[config.mk]
export PLATFORM = sky130hd
export DESIGN_NAME = cps_core
export DESIGN_NICKNAME = d
export VERILOG_FILES = /design/src/common/cps_pkg.sv /design/src/core/cps_core.sv
export VERILOG_INCLUDE_DIRS = /design/src /design/src/common
export SDC_FILE = /design/constraint.sdc
export NUM_CORES = 1
export LEC_CHECK = 0
export BUFFER_PORTS_ARGS = -buffer_cell sky130_fd_sc_hd__buf_4
export CAP_MARGIN = 20
export CORE_MARGIN = 10
export CORE_UTILIZATION = 48
export CTS_BUF_LIST = sky130_fd_sc_hd__clkbuf_8
export CTS_CLUSTER_DIAMETER = 30
export CTS_CLUSTER_SIZE = 40
export DETAILED_ROUTE_END_ITERATION = 8
export PLACE_DENSITY = 0.93
export SYNTH_ARGS = -nofsm -noshare
export SYNTH_HDL_FRONTEND = slang
export SYNTH_SLANG_ARGS = --single-unit
[constraint.sdc]
create_clock -name clk_sys_i -period 1.7 [get_ports clk_sys_i]
set_clock_uncertainty 0.1 [all_clocks]
set_input_delay 0.17 -clock clk_sys_i [delete_from_list [all_inputs] [get_ports clk_sys_i]]
set_output_delay 0.17 -clock clk_sys_i [all_outputs]
set_load 0.1 [all_outputs]
[src/common/cps_defs.svh]
// Purpose: constants for core power state signalling
// Assumes: status and debug control words are 32 bits wide
// Notes:   positions, reset values and the wake irq width only
`ifndef CPS_DEFS_SVH
`define CPS_DEFS_SVH
`define CPS_RP_POS      27
`define CPS_EXL_POS     1
`define CPS_ERL_POS     2
`define CPS_DM_POS      30
`define CPS_STATUS_RST  32'h0040_0004
`define CPS_DEBUG_RST   32'h0000_0000
`define CPS_INT_W       6
`endif

[src/common/cps_pkg.sv]
// Purpose: types for core power state signalling
// Assumes: cps_defs.svh holds the numbers
// Notes:   types only
`include "cps_defs.svh"
package cps_pkg;
  typedef enum logic [1:0] {
    CPS_RUN   = 2'b01,
    CPS_SLEEP = 2'b10
  } cps_mode_t;

  typedef struct packed {
    logic low_power_request_out;
    logic exception_level_out;
    logic error_level_out;
    logic debug_mode_out;
  } cps_pwr_t;

  typedef struct packed {
    logic [`CPS_INT_W-1:0] irq;
    logic                  nmi;
  } cps_wake_t;

  typedef struct packed {
    cps_mode_t   mode;
    logic [31:0] status;
    logic [31:0] debug;
    logic [2:0]  irq_s1;
    logic [2:0]  irq_s2;
    logic [2:0]  irq_s3;
  } cps_state_t;
endpackage : cps_pkg

[src/core/cps_core.sv]
// Purpose: power state outputs and wait sleep control
// Assumes: reset inputs already merged into arst_n_i
// Notes:   status and debug words written by the core pipeline
`timescale 1ns/1ps
`include "cps_defs.svh"
module cps_core (
  input  wire logic             clk_sys_i,
  input  wire logic             arst_n_i,
  input  wire logic             status_we_i,
  input  wire logic [31:0]      status_wdata_i,
  input  wire logic             debug_we_i,
  input  wire logic [31:0]      debug_wdata_i,
  input  wire logic             take_exl_i,
  input  wire logic             take_erl_i,
  input  wire logic             take_dbg_i,
  input  wire logic             wait_exec_i,
  input  wire cps_pkg::cps_wake_t wake_i,
  input  wire logic             soft_reset_i,
  output cps_pkg::cps_pwr_t     pwr_o,
  output logic                  sleep_o,
  output logic                  core_clk_en_o,
  output logic [31:0]           status_o,
  output logic [31:0]           debug_o
);
  import cps_pkg::*;

  // ********************
  // state
  // ********************
  cps_state_t st;
  cps_state_t next_st;
  logic       wake;

  // majority-free three stage sync; change counts once s2 and s3 agree
  always_comb begin
    wake = (st.irq_s2 == st.irq_s3) && (st.irq_s3 != 3'h0);
  end

  always_comb begin
    next_st        = st;
    next_st.irq_s1 = {|wake_i.irq, wake_i.nmi, soft_reset_i};
    next_st.irq_s2 = st.irq_s1;
    next_st.irq_s3 = st.irq_s2;
    if (st.mode == CPS_RUN) begin
      if (status_we_i) next_st.status = status_wdata_i;
      if (debug_we_i) next_st.debug = debug_wdata_i;
      // hardware set wins over software write
      if (take_exl_i) next_st.status[`CPS_EXL_POS] = 1'b1;
      if (take_erl_i) next_st.status[`CPS_ERL_POS] = 1'b1;
      if (take_dbg_i) next_st.debug[`CPS_DM_POS] = 1'b1;
    end
    case (st.mode)
      CPS_RUN: begin
        if (wait_exec_i) next_st.mode = CPS_SLEEP;
      end
      CPS_SLEEP: begin
        if (wake) next_st.mode = CPS_RUN;
      end
      default: next_st.mode = CPS_RUN;
    endcase
  end

  // plain flops only, nothing dynamic, so a stopped clock holds state
  always_ff @(posedge clk_sys_i or negedge arst_n_i) begin
    if (!arst_n_i) begin
      st.mode   <= CPS_RUN;
      st.status <= `CPS_STATUS_RST;
      st.debug  <= `CPS_DEBUG_RST;
      st.irq_s1 <= 3'h0;
      st.irq_s2 <= 3'h0;
      st.irq_s3 <= 3'h0;
    end else begin
      st <= next_st;
    end
  end

  // ********************
  // outputs
  // ********************
  always_comb begin
    pwr_o.low_power_request_out = st.status[`CPS_RP_POS];
    pwr_o.exception_level_out   = st.status[`CPS_EXL_POS];
    pwr_o.error_level_out       = st.status[`CPS_ERL_POS];
    pwr_o.debug_mode_out        = st.debug[`CPS_DM_POS];
    sleep_o       = (st.mode == CPS_SLEEP);
    // enable for an external clock gate; sync and this block keep running
    core_clk_en_o = (st.mode == CPS_RUN);
    status_o      = st.status;
    debug_o       = st.debug;
  end

  // ********************
  // checks
  // ********************
  rp_track_a: assert property (@(posedge clk_sys_i) disable iff (!arst_n_i)
    pwr_o.low_power_request_out == status_o[`CPS_RP_POS]) else $error("rp output mismatch");

  exl_track_a: assert property (@(posedge clk_sys_i) disable iff (!arst_n_i)
    pwr_o.exception_level_out == status_o[`CPS_EXL_POS])
    else $error("exl output mismatch");

  erl_track_a: assert property (@(posedge clk_sys_i) disable iff (!arst_n_i)
    pwr_o.error_level_out == status_o[`CPS_ERL_POS])
    else $error("erl output mismatch");

  dm_track_a: assert property (@(posedge clk_sys_i) disable iff (!arst_n_i)
    pwr_o.debug_mode_out == debug_o[`CPS_DM_POS])
    else $error("dm output mismatch");

  exl_set_a: assert property (@(posedge clk_sys_i) disable iff (!arst_n_i)
    (take_exl_i && !sleep_o) |=> pwr_o.exception_level_out) else $error("exl not set");
  erl_set_a: assert property (@(posedge clk_sys_i) disable iff (!arst_n_i)
    (take_erl_i && !sleep_o) |=> pwr_o.error_level_out) else $error("erl not set");
  dm_set_a: assert property (@(posedge clk_sys_i) disable iff (!arst_n_i)
    (take_dbg_i && !sleep_o) |=> pwr_o.debug_mode_out) else $error("dm not set");

  // writes and takes are refused while the core clock is stopped
  status_refuse_a: assert property (@(posedge clk_sys_i) disable iff (!arst_n_i)
    (sleep_o && (status_we_i || take_exl_i || take_erl_i)) |=> $stable(status_o))
    else $error("status written in sleep");

  debug_refuse_a: assert property (@(posedge clk_sys_i) disable iff (!arst_n_i)
    (sleep_o && (debug_we_i || take_dbg_i)) |=> $stable(debug_o))
    else $error("debug written in sleep");

  debug_write_a: assert property (@(posedge clk_sys_i) disable iff (!arst_n_i)
    (debug_we_i && !take_dbg_i && !sleep_o) |=> pwr_o.debug_mode_out == $past(debug_wdata_i[`CPS_DM_POS]))
    else $error("dm write lost");

  rp_write_a: assert property (@(posedge clk_sys_i) disable iff (!arst_n_i)
    (status_we_i && !sleep_o) |=> pwr_o.low_power_request_out == $past(status_wdata_i[`CPS_RP_POS]))
    else $error("rp write lost");

  // sync chain must shift one stage per edge, or wake timing drifts
  sync_shift_a: assert property (@(posedge clk_sys_i) disable iff (!arst_n_i)
    (st.irq_s2 == $past(st.irq_s1)) && (st.irq_s3 == $past(st.irq_s2)))
    else $error("wake sync chain broken");

  irq_wake_a: assert property (@(posedge clk_sys_i) disable iff (!arst_n_i)
    (sleep_o && (|wake_i.irq)) [*4] |=> !sleep_o) else $error("irq did not wake");

  srst_wake_a: assert property (@(posedge clk_sys_i) disable iff (!arst_n_i)
    (sleep_o && soft_reset_i) [*4] |=> !sleep_o) else $error("soft reset did not wake");
  exl_write_a: assert property (@(posedge clk_sys_i) disable iff (!arst_n_i)
    (status_we_i && !take_exl_i && !sleep_o) |=> pwr_o.exception_level_out == $past(status_wdata_i[`CPS_EXL_POS]))
    else $error("exl write lost");
  sleep_enter_a: assert property (@(posedge clk_sys_i) disable iff (!arst_n_i)
    (wait_exec_i && !sleep_o) |=> sleep_o) else $error("sleep not entered");
  sleep_wake_a: assert property (@(posedge clk_sys_i) disable iff (!arst_n_i)
    (sleep_o && wake_i.nmi) [*4] |=> !sleep_o) else $error("nmi did not wake");
  sleep_hold_a: assert property (@(posedge clk_sys_i) disable iff (!arst_n_i)
    (sleep_o && !wake) |=> sleep_o) else $error("sleep left without wake");
  gate_a: assert property (@(posedge clk_sys_i) disable iff (!arst_n_i)
    core_clk_en_o == !sleep_o) else $error("clock enable wrong");
  frozen_a: assert property (@(posedge clk_sys_i) disable iff (!arst_n_i)
    (sleep_o && $past(sleep_o)) |-> $stable(status_o)) else $error("status moved in sleep");
endmodule : cps_core

==> flow_metrics.env <==
export IMPL_firstDrtPassIters=4
export IMPL_worstSetupEndpointType="flip-flop"
export IMPL_cp_required_ns=1.83
export IMPL_place_congestion=0.7221
export IMPL_ant_nets=0
export IMPL_cts_tree="yes"
export IMPL_h_tree_depth=3
export IMPL_ys_seq_area_share_pct=57.00
export IMPL_criticalPathCategory="in -> reg"
export IMPL_clk_pin_slew_ns=0.07
export IMPL_cts_sinks=75
export IMPL_overflow=0
export IMPL_cp_slowest_cell="dlygate4sd3_1"
export IMPL_grtUsageTotal_pct=16.89
export IMPL_antenna_found_initial=1
export IMPL_die_area_sq_um=10590
export IMPL_status="finished, final reports clean"
export IMPL_syn_area_sq_um=3299
export IMPL_clk_insertion_delay_late_ns=0.33
export IMPL_layout_drive_gt1_share_pct=58.33
export IMPL_syn_inst=237
export IMPL_fmax_ghz=0.5953
export IMPL_vias=2268
export IMPL_rows=30
export IMPL_cp_top_family="buffers and inverters"
export IMPL_startpoint_type="primary input"
export IMPL_grt_first_pass_wirelength_um=13580
export IMPL_die_w_um=102.9
export IMPL_core_sq_um=6719
export IMPL_drc_errors=0
export IMPL_cp_num_buf_inv=3
export IMPL_synth_nets=317
export IMPL_drv_cap=0
export IMPL_clockBufferDepth=2
export IMPL_route_detailed_vias_per_inst=4.638
export IMPL_clockRootBuffer="clkbuf_8"
export IMPL_dieHeight_um=102.9
export IMPL_cts_buffers=9
export IMPL_syn_area_per_cell_sq_um=13.92
export IMPL_critPathArrivalTime_ns=1.81
export IMPL_ys_ff_latch=75
export IMPL_crit_top_cell="dlygate4sd3_1"
export IMPL_syn_to_final_growth_pct=50.44
export IMPL_wirelength_um=8742
export IMPL_period_share_pct=98.82
export IMPL_hold_violations=0
export IMPL_rsz0062_at_grt="no"
export IMPL_io_pins=150
export IMPL_grt_max_degree=36
export IMPL_drtIter0Drc=43
export IMPL_wl_per_cell_um=17.88
export IMPL_nNetsFinal=483
export IMPL_detailed_place_hpwl_um=5904
export IMPL_tns_ns=0
export IMPL_synth_distinct_cells=21
export IMPL_drv_slew=0
export IMPL_use_met2_pct=29.99
export IMPL_min_period_ns=1.680
export IMPL_busiest_layer="met2"
export IMPL_tightest_slew_ns=0.4754
export IMPL_ys_warnings_count=0
export IMPL_crit_fanout=1
export IMPL_finalSetupViolCount=0
export IMPL_grt_use_met3_pct=9.383
export IMPL_hold_class="in -> reg"
export IMPL_start_util_pct=49.11
export IMPL_use_met1_pct=16.61
export IMPL_relSlewSlack_pct=68.31
export IMPL_port_buffers=149
export IMPL_slowest_delay_ns=0.62
export IMPL_grt_pass1_vias=2612
export IMPL_path_cells="dlygate4sd3_1 -> buf_4 -> nor4_1 -> dlygate4sd3_1 -> nand2_1"
## what timing repair did
item | CTS | global route
buffers inserted | 0 | 1
gates cloned | 0 | 0
hold buffers | 72 | 0
gates resized for setup | 5 | 0
setup endpoints to repair | 1 | 1
hold endpoints to repair | 98 | 0
pin swaps | 0 | 0
## path summary, 6_finish.rpt
path | from | endpoint | slack, ns | cells after the start
worst max-delay path | wake_i[5] | next_st[5] | 0.02 | 5
worst min-delay path | status_we_i | status_o[2] | 0.09 | 3
worst max register to register | st[73] | status_o[20] | 0.10 | 5
worst min register to register | next_st[3] | next_st[0] | 0.25 | 0
max in group asynchronous | arst_n_i | debug_o[17] | 0.73 | 3
min in group asynchronous | arst_n_i | debug_o[25] | 0.24 | 2
## worst min-delay path: stages
cell and delay, ns:
buf_4 0.11, a31oi_1 0.07, o22a_1 0.17
## state kept, by name, indices dropped and copies added, names as in the netlist
signal / count
debug_o: 32
status_o: 32
next_st: 6
st: 5
## cell families after synthesis
kind of cell              Yosys count  synth area share (%)
xor gates and xnor gates            3                0.7965
buffers and inverters              78                 17.52
and+or+nand+nor                    12                 2.010
DFF                                75                 57.00
AOI/OAI and AO/OA                   8                 1.859
muxes                              61                 20.82
## synth_stat cells (all sizes together)
cell type	number	share of area [%]
buf	75	17
dfrtp	72	55
mux2	61	21
nor2	4	0.45
a31oi	3	0.57
dfstp	3	2.4
inv	3	0.34
nand2	3	0.42
o22a	3	0.80
xor2	3	0.80
nor2b	2	0.46
a22o	1	0.27
a22oi	1	0.23
nor3	1	0.15
nor4	1	0.19
or4	1	0.34
## layer usage
metal  up-vias  routed length (um)
li1       1059                   -
met1      1103                3017
met2        97                4630
met3         9                1017
met4         0                  77
met5         -                   0
## cell type report
| class | count | area [sq um] |
|---|---|---|
| tap | 80 | 100.1 |
| clock buffer | 11 | 151.4 |
| antenna | 1 | 2.502 |
| timing repair buffer | 230 | 1948 |
| fill | 430 | 1755 |
| multi-input combinational | 84 | 848.3 |
| clock inverter | 5 | 21.27 |
| sequential | 75 | 1881 |
| inverter | 3 | 11.26 |
## through the flow
stage / std cells / util, % / setup WS, ns / hold slack (ns) / area [sq um]
after floorplan: 237 / - / 0.02352 / -0.2256 / 3314
after global placement: 399 / 60.11 / 0.1561 / 0.05353 / 4039
after detailed placement: 399 / 60.11 / 0.07199 / 0.05069 / 4039
after CTS: 487 / 73.72 / 0.02127 / 0.08807 / 4954
after global routing: 489 / 73.87 / 0.005926 / 0.09084 / 4964
final: 489 / 73.87 / 0.02010 / 0.09434 / 4964
## layout by cell type, fill, tap and decap left out
cell type | synthesis | routed
nor2b_4 | 0 | 1
or4_4 | 1 | 1
dfstp_2 | 3 | 3
mux2_2 | 60 | 60
buf_4 | 69 | 154
xor2_1 | 3 | 3
o22a_1 | 3 | 3
buf_6 | 3 | 1
dfrtp_1 | 72 | 72
clkbuf_8 | 0 | 11
nand2_1 | 2 | 2
a22oi_1 | 1 | 1
nor3_1 | 1 | 1
diode_2 | 0 | 1
mux2_1 | 1 | 1
a22o_1 | 1 | 1
nor4_1 | 1 | 1
nand2_2 | 1 | 1
inv_1 | 3 | 6
dlygate4sd3_1 | 0 | 72
a31oi_1 | 3 | 3
nor2b_2 | 1 | 1
nor2_1 | 4 | 4
clkinv_2 | 0 | 2
buf_12 | 0 | 3
Power is not shown: default switching activity piles up to over one toggle a cycle in this logic, so the estimate is an artifact.
